File: config.mk
export PLATFORM = sky130hd
export DESIGN_NAME = d8t_timer
export DESIGN_NICKNAME = d
export VERILOG_FILES = /design/src/core/d8t_presc.v /design/src/core/d8t_sync.v /design/src/core/d8t_timer.v
export VERILOG_INCLUDE_DIRS = /design/src /design/src/core
export SDC_FILE = /design/constraint.sdc
export NUM_CORES = 1
export LEC_CHECK = 0
export ABC_AREA = 1
export BUFFER_PORTS_ARGS = -buffer_cell sky130_fd_sc_hd__buf_2
export CORE_MARGIN = 5
export CORE_UTILIZATION = 50
export DETAILED_ROUTE_END_ITERATION = 7
export GPL_TIMING_DRIVEN = 0
export MAX_ROUTING_LAYER = met4
export PLACE_DENSITY = 0.74
export SETUP_SLACK_MARGIN = 0.15
export SLEW_MARGIN = 20
export SYNTH_ARGS = -nofsm -noshare
export SYNTH_HDL_FRONTEND = slang
export SYNTH_SLANG_ARGS = --single-unit
File: constraint.sdc
create_clock -name i_clk_sys -period 2.8 [get_ports i_clk_sys]
set_clock_uncertainty 0.05 [all_clocks]
set_input_delay 0.14 -clock i_clk_sys [delete_from_list [all_inputs] [get_ports i_clk_sys]]
set_output_delay 0.14 -clock i_clk_sys [all_outputs]
set_load 0.03 [all_outputs]
File: src/core/d8t_map.vh
// Address map, field positions, reset values and selector codes of the
// dual 8-bit timer. Assumes a 16-bit CPU address, byte or word access.
`ifndef D8T_MAP_VH
`define D8T_MAP_VH

// ==========================================================
// Addresses
`define D8T_MSTP_ADDR 16'hff3c
`define D8T_TIMER_CONTROL_CH0_ADDR 16'hffb0
`define D8T_TIMER_CONTROL_CH1_ADDR 16'hffb1
`define D8T_CONTROL_STATUS_CH0_ADDR 16'hffb2
`define D8T_CONTROL_STATUS_CH1_ADDR 16'hffb3
`define D8T_CORA0_ADDR 16'hffb4
`define D8T_CORA1_ADDR 16'hffb5
`define D8T_CORB0_ADDR 16'hffb6
`define D8T_CORB1_ADDR 16'hffb7
`define D8T_CNT0_ADDR 16'hffb8
`define D8T_CNT1_ADDR 16'hffb9
`define D8T_BLOCK_HI 12'hffb

// ==========================================================
// Register pair index, address bits 3:1
`define D8T_IDX_TCR 3'h0
`define D8T_IDX_CONTROL_STATUS 3'h1
`define D8T_IDX_CORA 3'h2
`define D8T_IDX_CORB 3'h3
`define D8T_IDX_CNT 3'h4

// ==========================================================
// Reset values, counter maximum and module stop bit
`define D8T_MSTP_RST 16'h3fff
`define D8T_TCR_RST 8'h00
`define D8T_COR_RST 8'hff
`define D8T_CNT_RST 8'h00
`define D8T_CNT_MAX 8'hff
`define D8T_MSTP_BIT 12

// ==========================================================
// Field positions
`define D8T_TCR_CKS_LO 0
`define D8T_TCR_CCLR_LO 3
`define D8T_TCR_OVERFLOW_IRQ_EN 5
`define D8T_TCR_MATCH_A_IRQ_EN 6
`define D8T_TCR_MATCH_B_IRQ_EN 7
`define D8T_CONTROL_STATUS_OSA_LO 0
`define D8T_CONTROL_STATUS_OSB_LO 2
`define D8T_CONTROL_STATUS_RSV 4
`define D8T_CONTROL_STATUS_FLAG_LO 5

// ==========================================================
// Clock select codes
`define D8T_CKS_STOP 3'h0
`define D8T_CKS_DIV8 3'h1
`define D8T_CKS_DIV64 3'h2
`define D8T_CKS_DIV8192 3'h3
`define D8T_CKS_CASC 3'h4
`define D8T_CKS_EXT_RISE 3'h5
`define D8T_CKS_EXT_FALL 3'h6
`define D8T_CKS_EXT_BOTH 3'h7

// Clear select codes
`define D8T_CCLR_NONE 2'h0
`define D8T_CCLR_MATCH_A 2'h1
`define D8T_CCLR_MATCH_B 2'h2
`define D8T_CCLR_EXT 2'h3

// Output select codes
`define D8T_OS_KEEP 2'h0
`define D8T_OS_LOW 2'h1
`define D8T_OS_HIGH 2'h2
`define D8T_OS_TOGGLE 2'h3

// Prescaler taps
`define D8T_DIV8_BITS 3
`define D8T_DIV64_BITS 6
`define D8T_DIV8192_BITS 13
`endif

File: src/core/d8t_presc.v
// Free-running prescaler giving one-cycle ticks at the falling edge of
// the divided clocks. Assumes a single clock and synchronous reset.
`include "d8t_map.vh"
module d8t_presc #(
	parameter W = `D8T_DIV8192_BITS
) (
	// Clock and control
	input wire i_clk_sys,
	input wire i_rst,
	input wire i_ce,
	input wire i_run,
	// Ticks
	output wire o_tick8,
	output wire o_tick64,
	output wire o_tick8192
);

	reg [W-1:0] div_r;

	// ==========================================================
	// Divider
	always @(posedge i_clk_sys) begin
		if (i_rst) begin
			div_r <= {W{1'b0}};
		end else if (i_ce && i_run) begin
			div_r <= div_r + {{(W-1){1'b0}}, 1'b1};
		end
	end

	// Divided msb falls when its low bits are all ones
	assign o_tick8 = i_run && (&div_r[`D8T_DIV8_BITS-1:0]);
	assign o_tick64 = i_run && (&div_r[`D8T_DIV64_BITS-1:0]);
	assign o_tick8192 = i_run && (&div_r[`D8T_DIV8192_BITS-1:0]);

endmodule

File: src/core/d8t_sync.v
// Two-flop synchronisers with edge detection for the timer's pins.
// Assumes pins are asynchronous to i_clk_sys.
module d8t_sync #(
	parameter W = 4
) (
	// Clock and control
	input wire i_clk_sys,
	input wire i_rst,
	input wire i_ce,
	// Pins
	input wire [W-1:0] i_pin,
	// Edges
	output wire [W-1:0] o_rise,
	output wire [W-1:0] o_fall
);

	reg [W-1:0] meta_r;
	reg [W-1:0] sync_r;
	reg [W-1:0] prev_r;

	// ==========================================================
	// Synchroniser and edge history
	always @(posedge i_clk_sys) begin
		if (i_rst) begin
			meta_r <= {W{1'b0}};
			sync_r <= {W{1'b0}};
			prev_r <= {W{1'b0}};
		end else if (i_ce) begin
			meta_r <= i_pin;
			sync_r <= meta_r;
			prev_r <= sync_r;
		end
	end

	assign o_rise = sync_r & ~prev_r;
	assign o_fall = ~sync_r & prev_r;

endmodule

File: src/core/d8t_timer.v
// Dual 8-bit timer: two counters, two constant registers each, compare
// outputs, flags and cascade modes, reached over the CPU byte/word port.
// Assumes i_hw_standby comes from on-chip logic on i_clk_sys.
//
// Function
// - Two channels, each an 8-bit counter compared with constants A and B.
// - Count source is clock/8, /64, /8192 or the external clock pin.
// - Counter clears on match A, match B or external reset as selected.
// - Output pin is driven from combined A and B match events.
// - Cascade mode joins counters, channel 0 high byte, channel 1 low.
// - Compare-match count mode: channel 1 counts channel 0 match A.
// - Match A, match B and overflow requests per channel are independent.
// - Module stop is set after reset; registers accessible once cleared.
// - Per channel one output, one clock input, one clear input pin.
// - Flag bits 7..5 are cleared by writing zero; writing one does nothing.
// - Register pairs accessible as one word, channel 0 in upper byte.
// - Counter increments on selected source; CPU reads or writes it any time.
// - Wrap from all ones to zero sets the overflow flag.
// - Counters initialise to zero on reset and hardware standby.
// - Equality with constant A sets match A flag, suppressed while A written.
// - Equality with constant B sets match B flag, suppressed while B written.
// - Output reaction to A and B each follows its own 2-bit select.
// - Constant registers initialise to all ones on reset and standby.
// - Internal clocks count on falling edge; external rising, falling or both.
// - Clear select 00 none, 01 match A, 10 match B, 11 external rise.
// - Each request forwarded only while its enable is set; enables reset zero.
`include "d8t_map.vh"
module d8t_timer (
	// Clock, reset, enable
	input wire i_clk_sys,
	input wire i_rst,
	input wire i_ce,
	input wire i_hw_standby,
	// CPU register port
	input wire [15:0] i_addr,
	input wire i_wr,
	input wire i_rd,
	input wire i_word,
	input wire [15:0] i_wdata,
	output reg [15:0] o_rdata,
	// Channel pins
	input wire i_ext_clk_in_ch0,
	input wire i_ext_clear_in_ch0,
	output wire o_wave_out_ch0,
	input wire i_ext_clk_in_ch1,
	input wire i_ext_clear_in_ch1,
	output wire o_wave_out_ch1,
	// Interrupt requests, bit 0 channel 0
	output wire [1:0] o_match_a_irq,
	output wire [1:0] o_match_b_irq,
	output wire [1:0] o_overflow_irq
);

	// ==========================================================
	// Common control and decode
	wire init = i_rst || i_hw_standby;
	reg [15:0] module_stop_control_r;
	wire run = ~module_stop_control_r[`D8T_MSTP_BIT];
	wire mstp_hit = ({i_addr[15:1], 1'b0} == `D8T_MSTP_ADDR);
	wire tmr_hit = (i_addr[15:4] == `D8T_BLOCK_HI) && (i_addr[3:1] <= `D8T_IDX_CNT);
	wire acc_ok = tmr_hit && run;
	wire [2:0] rsel = i_addr[3:1];
	wire [1:0] lane;
	wire [15:0] rd_all;
	wire [1:0] wave_all;
	wire [1:0] ovf_ev;
	wire [1:0] cma_ev;
	reg ovf1_ev_r;
	reg cma0_ev_r;

	// Word access covers both lanes, byte access the addressed one
	assign lane[0] = i_word || !i_addr[0];
	assign lane[1] = i_word || i_addr[0];

	// ==========================================================
	// Module stop control
	always @(posedge i_clk_sys) begin
		if (init) begin
			module_stop_control_r <= `D8T_MSTP_RST;
		end else if (i_ce && i_wr && mstp_hit) begin
			if (i_word) begin
				module_stop_control_r <= i_wdata;
			end else if (!i_addr[0]) begin
				module_stop_control_r[15:8] <= i_wdata[7:0];
			end else begin
				module_stop_control_r[7:0] <= i_wdata[7:0];
			end
		end
	end

	// ==========================================================
	// Shared prescaler and pin synchronisers
	wire t8;
	wire t64;
	wire t8192;
	wire [3:0] pin_rise;
	wire [3:0] pin_fall;

	d8t_presc #(
		.W(`D8T_DIV8192_BITS)
	) u_presc (
		.i_clk_sys(i_clk_sys),
		.i_rst(init),
		.i_ce(i_ce),
		.i_run(run),
		.o_tick8(t8),
		.o_tick64(t64),
		.o_tick8192(t8192)
	);

	d8t_sync #(
		.W(4)
	) u_sync (
		.i_clk_sys(i_clk_sys),
		.i_rst(init),
		.i_ce(i_ce),
		.i_pin({i_ext_clear_in_ch1, i_ext_clk_in_ch1, i_ext_clear_in_ch0, i_ext_clk_in_ch0}),
		.o_rise(pin_rise),
		.o_fall(pin_fall)
	);

	// Cascade events registered to break the loop between channels
	always @(posedge i_clk_sys) begin
		if (init) begin
			ovf1_ev_r <= 1'b0;
			cma0_ev_r <= 1'b0;
		end else if (i_ce) begin
			ovf1_ev_r <= ovf_ev[1];
			cma0_ev_r <= cma_ev[0];
		end
	end

	// Output select action on the current pin level
	function wave_act;
		input [1:0] sel;
		input cur;
		begin
			case (sel)
				`D8T_OS_LOW: wave_act = 1'b0;
				`D8T_OS_HIGH: wave_act = 1'b1;
				`D8T_OS_TOGGLE: wave_act = ~cur;
				default: wave_act = cur;
			endcase
		end
	endfunction

	// ==========================================================
	// Channels
	genvar c;
	generate
		for (c = 0; c < 2; c = c + 1) begin : g_ch
			reg [7:0] timer_control_r;
			reg [7:0] constant_a_r;
			reg [7:0] constant_b_r;
			reg [7:0] up_counter_r;
			reg match_a_flag_r;
			reg match_b_flag_r;
			reg overflow_flag_r;
			reg [3:0] out_sel_r;
			reg wave_r;
			reg tick;
			reg clr;
			reg [7:0] rd_byte;
			reg [7:0] cnt_nxt;
			reg wave_nxt;
			wire [7:0] wd = (i_word && c == 0) ? i_wdata[15:8] : i_wdata[7:0];
			wire wr_ch = i_wr && acc_ok && lane[c];
			wire wr_tcr = wr_ch && (rsel == `D8T_IDX_TCR);
			wire wr_control_status = wr_ch && (rsel == `D8T_IDX_CONTROL_STATUS);
			wire wr_cora = wr_ch && (rsel == `D8T_IDX_CORA);
			wire wr_corb = wr_ch && (rsel == `D8T_IDX_CORB);
			wire wr_cnt = wr_ch && (rsel == `D8T_IDX_CNT);
			wire [2:0] cks = timer_control_r[`D8T_TCR_CKS_LO +: 3];
			wire [1:0] cclr = timer_control_r[`D8T_TCR_CCLR_LO +: 2];
			wire ext_rise = pin_rise[2*c];
			wire ext_fall = pin_fall[2*c];
			wire ext_clr = pin_rise[2*c+1];
			wire casc_ev = (c == 0) ? ovf1_ev_r : cma0_ev_r;
			// Match in the last cycle of the matching value
			wire match_a = tick && (up_counter_r == constant_a_r) && !wr_cora;
			wire match_b = tick && (up_counter_r == constant_b_r) && !wr_corb;
			wire ovf = tick && (up_counter_r == `D8T_CNT_MAX) && !clr && !wr_cnt;

			// Count source
			always @* begin
				case (cks)
					`D8T_CKS_DIV8: tick = t8;
					`D8T_CKS_DIV64: tick = t64;
					`D8T_CKS_DIV8192: tick = t8192;
					`D8T_CKS_CASC: tick = casc_ev;
					`D8T_CKS_EXT_RISE: tick = ext_rise;
					`D8T_CKS_EXT_FALL: tick = ext_fall;
					`D8T_CKS_EXT_BOTH: tick = ext_rise || ext_fall;
					default: tick = 1'b0;
				endcase
				if (!run) begin
					tick = 1'b0;
				end
			end

			// Clear source
			always @* begin
				case (cclr)
					`D8T_CCLR_MATCH_A: clr = match_a;
					`D8T_CCLR_MATCH_B: clr = match_b;
					`D8T_CCLR_EXT: clr = ext_clr && run;
					default: clr = 1'b0;
				endcase
			end

			// Counter: clear beats write, write beats increment
			always @* begin
				cnt_nxt = up_counter_r;
				if (clr) begin
					cnt_nxt = `D8T_CNT_RST;
				end else if (wr_cnt) begin
					cnt_nxt = wd;
				end else if (tick) begin
					cnt_nxt = up_counter_r + 8'h01;
				end
			end

			// Wave output, A applied after B so A wins on a tie
			always @* begin
				wave_nxt = wave_r;
				if (match_b) begin
					wave_nxt = wave_act(out_sel_r[`D8T_CONTROL_STATUS_OSB_LO +: 2], wave_nxt);
				end
				if (match_a) begin
					wave_nxt = wave_act(out_sel_r[`D8T_CONTROL_STATUS_OSA_LO +: 2], wave_nxt);
				end
			end

			always @(posedge i_clk_sys) begin
				if (init) begin
					timer_control_r <= `D8T_TCR_RST;
					constant_a_r <= `D8T_COR_RST;
					constant_b_r <= `D8T_COR_RST;
					up_counter_r <= `D8T_CNT_RST;
					match_a_flag_r <= 1'b0;
					match_b_flag_r <= 1'b0;
					overflow_flag_r <= 1'b0;
					out_sel_r <= 4'h0;
					wave_r <= 1'b0;
				end else if (i_ce) begin
					up_counter_r <= cnt_nxt;
					wave_r <= wave_nxt;
					if (wr_tcr) begin
						timer_control_r <= wd;
					end
					if (wr_cora) begin
						constant_a_r <= wd;
					end
					if (wr_corb) begin
						constant_b_r <= wd;
					end
					if (wr_control_status) begin
						out_sel_r <= wd[3:0];
					end
					// Zero write clears, a same-cycle event sets
					match_b_flag_r <= match_b || (match_b_flag_r && !(wr_control_status &&
						!wd[`D8T_CONTROL_STATUS_FLAG_LO+2]));
					match_a_flag_r <= match_a || (match_a_flag_r && !(wr_control_status &&
						!wd[`D8T_CONTROL_STATUS_FLAG_LO+1]));
					overflow_flag_r <= ovf || (overflow_flag_r && !(wr_control_status &&
						!wd[`D8T_CONTROL_STATUS_FLAG_LO]));
				end
			end

			// Register read mux
			always @* begin
				case (rsel)
					`D8T_IDX_TCR: rd_byte = timer_control_r;
					`D8T_IDX_CONTROL_STATUS: rd_byte = {match_b_flag_r, match_a_flag_r, overflow_flag_r,
						(c == 1) ? 1'b1 : 1'b0, out_sel_r};
					`D8T_IDX_CORA: rd_byte = constant_a_r;
					`D8T_IDX_CORB: rd_byte = constant_b_r;
					`D8T_IDX_CNT: rd_byte = up_counter_r;
					default: rd_byte = 8'h00;
				endcase
			end

			assign rd_all[8*(1-c) +: 8] = rd_byte;
			assign wave_all[c] = wave_r;
			assign ovf_ev[c] = ovf;
			assign cma_ev[c] = match_a;
			assign o_match_a_irq[c] = match_a_flag_r && timer_control_r[`D8T_TCR_MATCH_A_IRQ_EN];
			assign o_match_b_irq[c] = match_b_flag_r && timer_control_r[`D8T_TCR_MATCH_B_IRQ_EN];
			assign o_overflow_irq[c] = overflow_flag_r && timer_control_r[`D8T_TCR_OVERFLOW_IRQ_EN];
		end
	endgenerate

	assign o_wave_out_ch0 = wave_all[0];
	assign o_wave_out_ch1 = wave_all[1];

	// ==========================================================
	// Read data register
	always @(posedge i_clk_sys) begin
		if (init) begin
			o_rdata <= 16'h0000;
		end else if (i_ce && i_rd) begin
			if (mstp_hit) begin
				if (i_word) begin
					o_rdata <= module_stop_control_r;
				end else if (!i_addr[0]) begin
					o_rdata <= {8'h00, module_stop_control_r[15:8]};
				end else begin
					o_rdata <= {8'h00, module_stop_control_r[7:0]};
				end
			end else if (acc_ok) begin
				if (i_word) begin
					o_rdata <= rd_all;
				end else if (!i_addr[0]) begin
					o_rdata <= {8'h00, rd_all[15:8]};
				end else begin
					o_rdata <= {8'h00, rd_all[7:0]};
				end
			end else begin
				o_rdata <= 16'h0000;
			end
		end
	end

endmodule

==> results.txt, run 1 <==
Average cell area after synthesis -> 6.77 um2
Biggest fanout along the worst timing path -> 8
Kind of cell with the highest combined delay on the critical path -> simple AND/OR/NAND/NOR gates
Number of sinks driven by the clock tree -> 139
CTS resizes -> 0
Residual overflow from global routing -> 0
Overall global routing resource usage -> 0.291
Ports placed on the boundary -> 67
FF+latch count, synth -> 139
Worst slew pin tran -> 1060 ps
Worst slack on hold paths -> 19.3 ps
Maximum clock rate -> 0.430 GHz
Max Cap Violations -> 0
Core Area -> 15200 um2
Share of synthesized registers carrying an async set or reset -> 0
Cell with the most instances after synthesis -> sky130_fd_sc_hd__nand2_1
Adder-cell share of the synthesized area -> 0.0129
Antenna viol nets, final -> 0
Dominant cell type by area after synthesis -> sky130_fd_sc_hd__dfxtp_1
Ranking of synthesized cells by instance count -> sky130_fd_sc_hd__nand2_1 (234), sky130_fd_sc_hd__inv_1 (141), sky130_fd_sc_hd__dfxtp_1 (139), sky130_fd_sc_hd__nor2_1 (106), sky130_fd_sc_hd__a21oi_1 (102)
Area fraction in and, or, nand and nor cells after synthesis -> 0.284
Portion of netlist area occupied by mux cells -> 0.00129
Antenna Diode Count -> 0
Setup TNS after final layout -> 0 ps
Synthesized Nets -> 1199
Number of synthesized flops with an enable pin -> 0
Die width -> 135 um
Post-route clock period utilization -> 0.831
Number of different library cells in the post-synthesis netlist -> 47
HPWL after DPL -> 19400 um
Number of hold violations in the final report -> 0
Peak supply drop -> 0.435 mV
Critical path's largest stage delay -> 360 ps
Number of vias per cell -> 5.72
Standard cell area after detailed placement -> 8330 um2
Parity-gate share of the synthesized area counting xor and xnor cells -> 0.0237
First-pass GRT wire length -> 40000 um
Final slew viol count -> 0
Hold WC Path Type -> in -> reg
Dominant combinational cell family by area after synthesis -> simple AND/OR/NAND/NOR gates
Area share of the largest cell type after synthesis -> 0.358
Data required time at the worst endpoint -> 3040 ps
Number of design-rule violations left by the first detailed-router iteration -> 898
Slowest cell on the critical path -> sky130_fd_sc_hd__dfxtp_1
Initial antenna violation count -> 0
Worst Path Arrival -> 2570 ps
Latest clock arrival within the worst-skew pair -> 440 ps
Residual DRC -> 0
Share of the synthesized area in compound gates (AO/OA/AOI/OAI) -> 0.217
Post-detailed-routing wire length -> 25700 um
IO buf count -> 65
Power density over cell area -> 506 nW/um2
H-Tree Depth -> 4
Post-Synthesis Cell Area -> 7770 um2
Number of global-route vias before repair -> 7513
Standard-cell row count -> 45
Post-route minimum period -> 2330 ps
Sequential cell area fraction in the yosys report -> 0.358
Top_reg_cell synth -> sky130_fd_sc_hd__dfxtp_1
Total Power Consumption -> 0.00456 W
DIE HEIGHT -> 135 um
Largest cells by area after synthesis -> sky130_fd_sc_hd__dfxtp_1 (36%), sky130_fd_sc_hd__nand2_1 (11%), sky130_fd_sc_hd__inv_1 (6.8%)
Maximum clock insertion buffer count -> 2
CP Capture Type -> flip-flop
Wire per inst -> 17.9 um
Starting density of the core -> 0.511
Pin count of the biggest net entering global routing -> 17
Clock tree from TritonCTS -> built
Total setup violations reported at the end of the flow -> 0
Last weighted congestion value of the routability-driven placer -> 0.987
Post-route design area -> 9010 um2
Synthesis Warnings -> 0
Die area -> 18100 um2
Clock Tree Root -> sky130_fd_sc_hd__clkbuf_16
Clock buffers created by TritonCTS -> 17
Tightest slew margin relative to the limit -> 0.287
Cell-by-cell listing of the critical path -> ha_1 > nand3_1 > nor2_1 > nand3_1 > nand2_1 > nand2_1 > nor2_1 > nand3_1 > nand2_1 > nand2_4 > nand4_1 > a21oi_1
Leakage -> 4.01 nW
Total number of vias -> 8243
Detailed-router iteration count before antenna repair -> 6
Status -> finished, final reports clean
Worst Setup Start Kind -> flip-flop
RSZ-0062 raised after global routing -> false
Buffers plus inverters on the worst setup path -> 0
Area grow syn2layout -> 15.9%
Critical Setup Path Class -> reg -> reg
Layout cells sized above 1 -> 0.127
Clock transition at path regs -> 60 ps
Number of nets at the end of the flow -> 1293
Post-Synthesis Cells -> 1148
## registers in the layout, indices dropped and copies added (netlist names), 2 cells and up
signal                 cells
g_ch.constant_a_r         16
g_ch.constant_b_r         16
g_ch.match_a_flag_r        2
g_ch.match_b_flag_r        2
g_ch.out_sel_r             8
g_ch.overflow_flag_r       2
g_ch.timer_control_r      16
g_ch.up_counter_r         16
module_stop_control_r     16
o_rdata                   16
u_presc.div_r             13
u_sync.meta_r              4
u_sync.prev_r              4
u_sync.sync_r              4
## logic make-up after synthesis
| kind of cell | Yosys count |
|---|---|
| and+or+nand+nor | 486 |
| AOI/OAI and AO/OA | 298 |
| buffers and inverters | 195 |
| DFF | 139 |
| xor gates and xnor gates | 21 |
| adders and majority gates | 8 |
| muxes | 1 |
## per-stage QoR
stage	worst slack, ps	std cells	util
after floorplan	879	1148	-
after global placement	404	1401	0.548
after detailed placement	475	1401	0.548
after CTS	516	1442	0.593
after global routing	311	1442	0.593
final	473	1442	0.593
## placed cells by master (no fill, tap or decap), types with 4 or more instances in the layout
master and n:
sky130_fd_sc_hd__nand2_2 7, sky130_fd_sc_hd__nor3_1 8, sky130_fd_sc_hd__xor2_1 16, sky130_fd_sc_hd__nand4_1 34
sky130_fd_sc_hd__buf_6 5, sky130_fd_sc_hd__xnor2_1 5, sky130_fd_sc_hd__dfxtp_1 139, sky130_fd_sc_hd__buf_2 79
sky130_fd_sc_hd__clkbuf_1 23, sky130_fd_sc_hd__nand2_4 4, sky130_fd_sc_hd__o2111ai_1 6, sky130_fd_sc_hd__or2_2 10
sky130_fd_sc_hd__a21oi_1 102, sky130_fd_sc_hd__nor2_1 106, sky130_fd_sc_hd__o21ai_0 95, sky130_fd_sc_hd__clkbuf_16 17
sky130_fd_sc_hd__nand3_1 60, sky130_fd_sc_hd__nand2_1 234, sky130_fd_sc_hd__o22ai_1 14, sky130_fd_sc_hd__a211oi_1 13
sky130_fd_sc_hd__a31oi_1 8, sky130_fd_sc_hd__dlygate4sd3_1 10, sky130_fd_sc_hd__clkinv_2 5, sky130_fd_sc_hd__inv_1 141
sky130_fd_sc_hd__nand3_2 6, sky130_fd_sc_hd__o211ai_1 34, sky130_fd_sc_hd__o21ai_1 18, sky130_fd_sc_hd__ha_1 8
sky130_fd_sc_hd__clkinvlp_4 4
## worst reg2reg max path, cell delays in order, from the launching register on
cell,delay (ps)
sky130_fd_sc_hd__dfxtp_1,360
sky130_fd_sc_hd__ha_1,190
sky130_fd_sc_hd__nand3_1,130
sky130_fd_sc_hd__nor2_1,190
sky130_fd_sc_hd__nand3_1,100
sky130_fd_sc_hd__nand2_1,80
sky130_fd_sc_hd__nand2_1,160
sky130_fd_sc_hd__nor2_1,300
sky130_fd_sc_hd__nand3_1,130
sky130_fd_sc_hd__nand2_1,120
sky130_fd_sc_hd__nand2_4,90
sky130_fd_sc_hd__nand4_1,180
sky130_fd_sc_hd__a21oi_1,90
## worst paths after layout
path         cells after the start                    endpoint        startpoint  slack [ps]
min reg2reg                      2            u_sync.prev_r[1]  u_sync.prev_r[1]         410
max                             12     g_ch[1].overflow_flag_r  u_presc.div_r[0]         470
min                              3  g_ch[1].timer_control_r[5]        i_wdata[5]          20
max reg2reg                     12     g_ch[1].overflow_flag_r  u_presc.div_r[0]         470
## report_power, final
part	leakage, nW	switching (W)	internal [W]	total, W
clock network	0.276	0.000887	0.00134	0.00223
logic	2.61	0.000249	0.0000898	0.000339
registers	1.12	0.00000479	0.00199	0.00199
## layout make-up
class	count	area [um2]
repair buffers	75	425
clock buffers	19	453
inverters	145	549
fillers	1472	6190
flip-flops and latches	139	2780
well taps	188	235
multi-input cells	814	4180
clock inverters	12	124
plain buffers	50	256
## repair_timing
| action | CTS | global route |
|---|---|---|
| endpoints found under the hold margin | 12 | 0 |
| buffers inserted | 0 | 0 |
| hold buffers | 10 | 0 |
## routing by layer
| metal | vias to the layer above | global-route usage | wire length [um] |
|---|---|---|---|
| li1 | 4031 | - | - |
| met1 | 3677 | 0.385 | 11000 |
| met2 | 469 | 0.419 | 10700 |
| met3 | 66 | 0.0823 | 3120 |
| met4 | 0 | 0.119 | 889 |
| met5 | - | - | 0 |
(Power assumes the default switching activity.)
==> inputs of run 2 (changes only) <==
PLACE_DENSITY = 0.76   (was 0.74)
clock period = 2 ns   (was 2.8 ns; I/O delays follow)
==> results.txt, run 2 (synthesis gave the netlist of run 1 again) <==
Status -> finished, violations left
Violations in the final reports -> negative setup slack
Critical Setup Path Class -> reg -> reg
Total number of vias -> 8917 (+8.2%)
Most common library cell in the layout ignoring fill and taps -> sky130_fd_sc_hd__nand2_1
Power density over cell area -> 644 nW/um2 (+27%)
Number of vias per cell -> 6.02 (+5.3%)
Antenna Diode Count -> 0 (unchanged)
Worst Setup Start Kind -> flip-flop
Clock Tree Root -> sky130_fd_sc_hd__clkbuf_16
Worst slew pin tran -> 1100 ps (+37.3 ps)
DIE HEIGHT -> 135 um (unchanged)
Pin count of the biggest net entering global routing -> 17 (unchanged)
Fillcell total -> 1295 (-12%)
Startpoint of the worst-slack reg-to-reg timing path -> module_stop_control_r[12]
Number of design-rule violations left by the first detailed-router iteration -> 1347 (+50%)
First-pass GRT wire length -> 42600 um (+6.7%)
Starting density of the core -> 0.511 (unchanged)
Crit path launch -> module_stop_control_r[12]
Cell depth of the worst flop-to-flop path -> 13 (+1)
Number of global-route vias before repair -> 8025 (+6.8%)
Register-to-register path setup slack -> -160 ps (-640 ps)
Clock transition at path regs -> 60 ps (about the same)
Ports placed on the boundary -> 67 (unchanged)
Max Cap Violations -> 0 (unchanged)
Count of non-filler cells in the finished layout -> 1482 (+2.8%)
Number of sinks driven by the clock tree -> 139 (unchanged)
Peak supply drop -> 0.603 mV (+39%)
Area grow syn2layout -> 27.8%
H-Tree Depth -> 4 (unchanged)
Latest clock arrival within the worst-skew pair -> 430 ps (about the same)
Layout cells sized above 1 -> 0.223 (+0.0958)
Clock tree from TritonCTS -> built
IO buf count -> 65 (unchanged)
Core Area -> 15200 um2 (unchanged)
Antenna viol nets, final -> 0 (unchanged)
RSZ-0062 raised after global routing -> true
Met3 track demand over resource -> 0.0820 (-0.000373)
Post-route minimum period -> 2160 ps (-162 ps)
Number of nets at the end of the flow -> 1333 (+3.1%)
Setup ws final -> -165 ps (-638 ps)
Utilization of the core after routing -> 0.653 (+0.0606)
End of the critical path -> g_ch[0].casc_ev
Met2 GRT Util -> 0.447 (+0.0281)
Die area -> 18100 um2 (unchanged)
Reg2Reg Capture Point -> g_ch[0].casc_ev
Residual DRC -> 0 (unchanged)
Tightest slew margin relative to the limit -> 0.262 (-0.0251)
Leakage -> 4.39 nW (+9.4%)
Initial antenna violation count -> 0 (unchanged)
Commonest cells after routing, fill and taps aside -> sky130_fd_sc_hd__nand2_1 (218), sky130_fd_sc_hd__inv_1 (134), sky130_fd_sc_hd__dfxtp_1 (131), sky130_fd_sc_hd__a21oi_1 (98), sky130_fd_sc_hd__nor2_1 (79)
CP Capture Type -> flip-flop
Residual overflow from global routing -> 0 (unchanged)
Met1 usage -> 0.404 (+0.0188)
Gr busiest metal -> met2
Clock buffers created by TritonCTS -> 17 (unchanged)
Setup slack at placement -> -350 ps (-825 ps)
Biggest fanout along the worst timing path -> 4 (-4)
HPWL after DPL -> 19500 um (+0.39%)
Standard-cell row count -> 45 (unchanged)
Data required time at the worst endpoint -> 2300 ps (-740 ps)
Wire per inst -> 19.2 um (+7.7%)
Post-detailed-routing wire length -> 28500 um (+11%)
Number of cells in the design after placement -> 1401 (unchanged)
Total Power Consumption -> 0.00640 W (+40%)
Post-route clock period utilization -> 1.08 (+0.251)
Detailed-router iteration count before antenna repair -> 7 (+1)
Maximum clock rate -> 0.462 GHz (+7.5%)
Overall global routing resource usage -> 0.309 (+0.0181)
Maximum clock insertion buffer count -> 2 (unchanged)
Final slew viol count -> 0 (unchanged)
Number of hold violations in the final report -> 0 (unchanged)
Last weighted congestion value of the routability-driven placer -> 1.02 (+2.9%)
Setup TNS after final layout -> -2430 ps (-2430 ps)
Total setup violations reported at the end of the flow -> 57 (+57)
Hold WC Path Type -> in -> reg
Die width -> 135 um (unchanged)
Worst Path Arrival -> 2460 ps (-110 ps)
## run 2: changes by cell type in the layout (fill, tap and decap cells not counted), sizes merged
| cell | before | now |
|---|---|---|
| buf | 89 | 128 |
| clkinvlp | 4 | 5 |
| nand3 | 68 | 69 |
| clkbuf | 45 | 43 |
| dlygate4sd3 | 10 | 11 |
## run 2: power breakdown
part           internal, W  switching, W
sequential         0.00278    0.00000755
clock              0.00184       0.00125
combinational     0.000131      0.000381
## run 2: timing repair
| action | CTS | global route |
|---|---|---|
| gates resized for setup | 117 | 59 |
| setup endpoints to repair | 87 | 92 |
| pin swaps | 22 | 16 |
| hold buffers | 11 | 0 |
| cloned | 5 | 0 |
| hold endpoints to repair | 15 | 0 |
| buffers inserted | 30 | 4 |
## run 2: layout make-up
class | count | area, um2 | share of cell area
tap | 188 | 235 | 0.0237
multi-input combinational | 815 | 4660 | 0.470
clock buffer | 18 | 439 | 0.0442
buffer | 50 | 304 | 0.0306
timing repair buffer | 114 | 802 | 0.0808
clock inverter | 13 | 128 | 0.0129
inverter | 145 | 564 | 0.0568
sequential | 139 | 2790 | 0.281
## run 2: per-layer routing
layer  vias to the layer above  routed length [um]
met1                      4027               11500
met4                         0                1600
met3                       139                3650
met5                         -                   0
li1                       4128                   -
met2                       623               11800
## run 2: through the flow
stage                     cell area, um2  hold slack (ps)
after floorplan                     7790              199
after global placement              8350              305
after detailed placement            8350              308
after CTS                           9720             5.15
after global routing                9930             20.2
final                               9930             28.0
## run 2: how the worst min path moves through the flow
| stage | from | end | slack, ps | cells past startpoint |
|---|---|---|---|---|
| final | i_wdata[5] | g_ch[1].timer_control_r[5] | 30 | 3 |
| after global placement | i_ext_clear_in_ch0 | u_sync.meta_r[1] | 300 | 3 |
| after CTS | i_wdata[5] | g_ch[1].timer_control_r[5] | 5 | 3 |
| after floorplan | i_ext_clk_in_ch0 | u_sync.meta_r[0] | 200 | 2 |
| after global routing | i_wdata[5] | g_ch[1].timer_control_r[5] | 20 | 3 |
| after detailed placement | i_ext_clear_in_ch0 | u_sync.meta_r[1] | 310 | 3 |
## run 2: worst max-delay path, cell delays in order, from the launching register on
cell	delay, ps
sky130_fd_sc_hd__dfxtp_2	310
sky130_fd_sc_hd__buf_6	130
sky130_fd_sc_hd__clkinv_8	60
sky130_fd_sc_hd__nand2_4	50
sky130_fd_sc_hd__nor2_4	80
sky130_fd_sc_hd__nand3_2	100
sky130_fd_sc_hd__nor3_4	240
sky130_fd_sc_hd__buf_6	180
sky130_fd_sc_hd__nand3_2	90
sky130_fd_sc_hd__nand3_2	120
sky130_fd_sc_hd__nand2_2	70
sky130_fd_sc_hd__nand2_4	90
sky130_fd_sc_hd__nand4_1	250
sky130_fd_sc_hd__a21oi_1	260
==> inputs of run 3 (changes only) <==
BUFFER_PORTS_ARGS = not set   (was -buffer_cell sky130_fd_sc_hd__buf_2)
DONT_BUFFER_PORTS = 1   (was not set)
PLACE_DENSITY = 0.73   (was 0.76)
SKIP_CTS_REPAIR_TIMING = 1   (was not set)
==> results.txt, run 3 (synthesis gave the netlist of run 1 again) <==
H-Tree Depth -> 4 (unchanged)
Power density over cell area -> 660 nW/um2 (+2.5%)
Post-route minimum period -> 2290 ps (+124 ps)
Area grow syn2layout -> 25.9%
Detailed-router iteration count before antenna repair -> 6 (-1)
Tightest slew margin relative to the limit -> 0.260 (-0.00220)
Standard cell area after detailed placement -> 8030 um2 (-3.9%)
RSZ-0062 raised after global routing -> true
Last weighted congestion value of the routability-driven placer -> 0.993 (-2.3%)
Layout cells sized above 1 -> 0.184 (-0.0385)
Standard-cell row count -> 45 (unchanged)
First-pass GRT wire length -> 39700 um (-6.8%)
Maximum clock insertion buffer count -> 2 (unchanged)
Hold WC Path Type -> in -> reg
Cell depth of the worst flop-to-flop path -> 14 (+1)
Violations in the final reports -> negative hold slack, negative setup slack
Worst Setup Start Kind -> flip-flop
Pin count of the biggest net entering global routing -> 17 (unchanged)
Most common library cell in the layout ignoring fill and taps -> sky130_fd_sc_hd__nand2_1
Maximum clock rate -> 0.437 GHz (-5.4%)
Peak supply drop -> 0.610 mV (+1.1%)
Die area -> 18100 um2 (unchanged)
HPWL after DPL -> 19100 um (-2.3%)
Clock Tree Root -> sky130_fd_sc_hd__clkbuf_16
Post-route design area -> 9780 um2 (-1.5%)
Utilization of the core after routing -> 0.643 (-0.00971)
Number of hold violations in the final report -> 2 (+2)
Hold Path Depth -> 4 (+1)
CP Capture Type -> flip-flop
Number of vias per cell -> 6.02 (about the same)
Starting density of the core -> 0.511 (unchanged)
Initial antenna violation count -> 5 (+5)
End of the critical path -> g_ch[1].up_counter_r[5]
Hold wc startpoint -> i_ce
Data required time at the worst endpoint -> 2270 ps (-30 ps)
Antenna viol nets, final -> 0 (unchanged)
Worst slack on hold paths -> -7.11 ps (-35.2 ps)
Leakage -> 4.11 nW (-6.2%)
Ports placed on the boundary -> 67 (unchanged)
Clock tree from TritonCTS -> built
Clock transition at path regs -> 60 ps (about the same)
Startpoint of the worst-slack reg-to-reg timing path -> module_stop_control_r[12]
Total number of vias -> 8627 (-3.3%)
Residual DRC -> 0 (unchanged)
Clock buffers created by TritonCTS -> 17 (unchanged)
Die width -> 135 um (unchanged)
Number of global-route vias before repair -> 7234 (-9.9%)
DIE HEIGHT -> 135 um (unchanged)
Overall global routing resource usage -> 0.290 (-0.0193)
IO buf count -> 0 (-100%)
Worst Path Arrival -> 2560 ps (+100 ps)
Register-to-register path setup slack -> -290 ps (-120 ps)
Status -> finished, violations left
Final slew viol count -> 0 (unchanged)
Total setup violations reported at the end of the flow -> 74 (+30%)
Commonest cells after routing, fill and taps aside -> sky130_fd_sc_hd__nand2_1 (211), sky130_fd_sc_hd__inv_1 (141), sky130_fd_sc_hd__dfxtp_1 (135), sky130_fd_sc_hd__a21oi_1 (88), sky130_fd_sc_hd__nor2_1 (86)
Reg2Reg Capture Point -> g_ch[1].up_counter_r[5]
Crit path launch -> module_stop_control_r[12]
Number of nets at the end of the flow -> 1277 (-4.2%)
Number of design-rule violations left by the first detailed-router iteration -> 1289 (-4.3%)
Latest clock arrival within the worst-skew pair -> 430 ps (about the same)
Core Area -> 15200 um2 (unchanged)
Biggest fanout along the worst timing path -> 7 (+3)
Worst slew pin tran -> 1100 ps (+3.26 ps)
Number of sinks driven by the clock tree -> 139 (unchanged)
Residual overflow from global routing -> 0 (unchanged)
Max Cap Violations -> 0 (unchanged)
Setup ws final -> -289 ps (-124 ps)
Wire per inst -> 19.7 um (+2.6%)
Setup slack at placement -> -172 ps (+178 ps)
Setup TNS after final layout -> -10130 ps (-7710 ps)
Post-detailed-routing wire length -> 28300 um (-0.72%)
Post-route clock period utilization -> 1.14 (+0.0619)
Critical Setup Path Class -> reg -> reg
run 3: changes by cell type in the layout (fill, tap and decap cells not counted), sizes merged, moves of 2 or more:
cell	change
clkbuf	+3
buf	-63
clkinvlp	-2
diode	+7
inv	+2
dlygate4sd3	+6
run 3: power breakdown:
part	switching (W)	leakage, nW	internal [W]	total [W]
Sequential	0.0000274	1.12	0.00278	0.00281
Clock	0.00131	0.283	0.00191	0.00322
Combinational	0.000322	2.71	0.000104	0.000426
Total	0.00166	4.11	0.00480	0.00646
run 3: metrics by stage:
stage / std cells / hold WS, ps / power (W)
final: 1434 / -7.11 / 0.00646
after detailed placement: 1336 / 206 / 0.00321
after global placement: 1336 / 202 / 0.00321
after global routing: 1432 / 21.5 / 0.00663
after floorplan: 1148 / 199 / 0.00309
after CTS: 1368 / -248 / 0.00638
run 3: worst min-delay path by stage:
stage / to
final: u_presc.div_r[1]
after detailed placement: u_sync.meta_r[2]
after global placement: u_sync.meta_r[0]
after CTS: u_sync.meta_r[0]
after global routing: u_presc.div_r[1]
after floorplan: u_sync.meta_r[0]
run 3: layer usage:
| metal | global-route usage | routed length [um] | vias to the layer above |
|---|---|---|---|
| met5 | - | 0 | - |
| met4 | 0.110 | 1470 | 0 |
| met3 | 0.0846 | 3910 | 134 |
| met2 | 0.406 | 11900 | 563 |
| met1 | 0.395 | 11100 | 3896 |
| li1 | - | - | 4034 |
run 3: worst max-delay path: stages, from the launching register on:
cell,delay [ps]
sky130_fd_sc_hd__dfxtp_2,320
sky130_fd_sc_hd__buf_8,140
sky130_fd_sc_hd__clkinv_8,80
sky130_fd_sc_hd__nand2_4,60
sky130_fd_sc_hd__nor2_4,110
sky130_fd_sc_hd__nand3_4,100
sky130_fd_sc_hd__nor3_4,310
sky130_fd_sc_hd__buf_6,190
sky130_fd_sc_hd__nand3_4,90
sky130_fd_sc_hd__nand3_2,110
sky130_fd_sc_hd__nand4_1,220
sky130_fd_sc_hd__nand2_2,210
sky130_fd_sc_hd__nand2_1,70
sky130_fd_sc_hd__nand2_1,60
sky130_fd_sc_hd__nor2_1,50
run 3: area by class of cell:
class                      count  area [um2]
antenna                        7        17.5
buffer                        50         303
clock buffer                  20         457
clock inverter                12         140
fill                        1281        5420
inverter                     145         562
multi-input combinational    815        4680
sequential                   139        2790
tap                          188         235
timing repair buffer          58         602
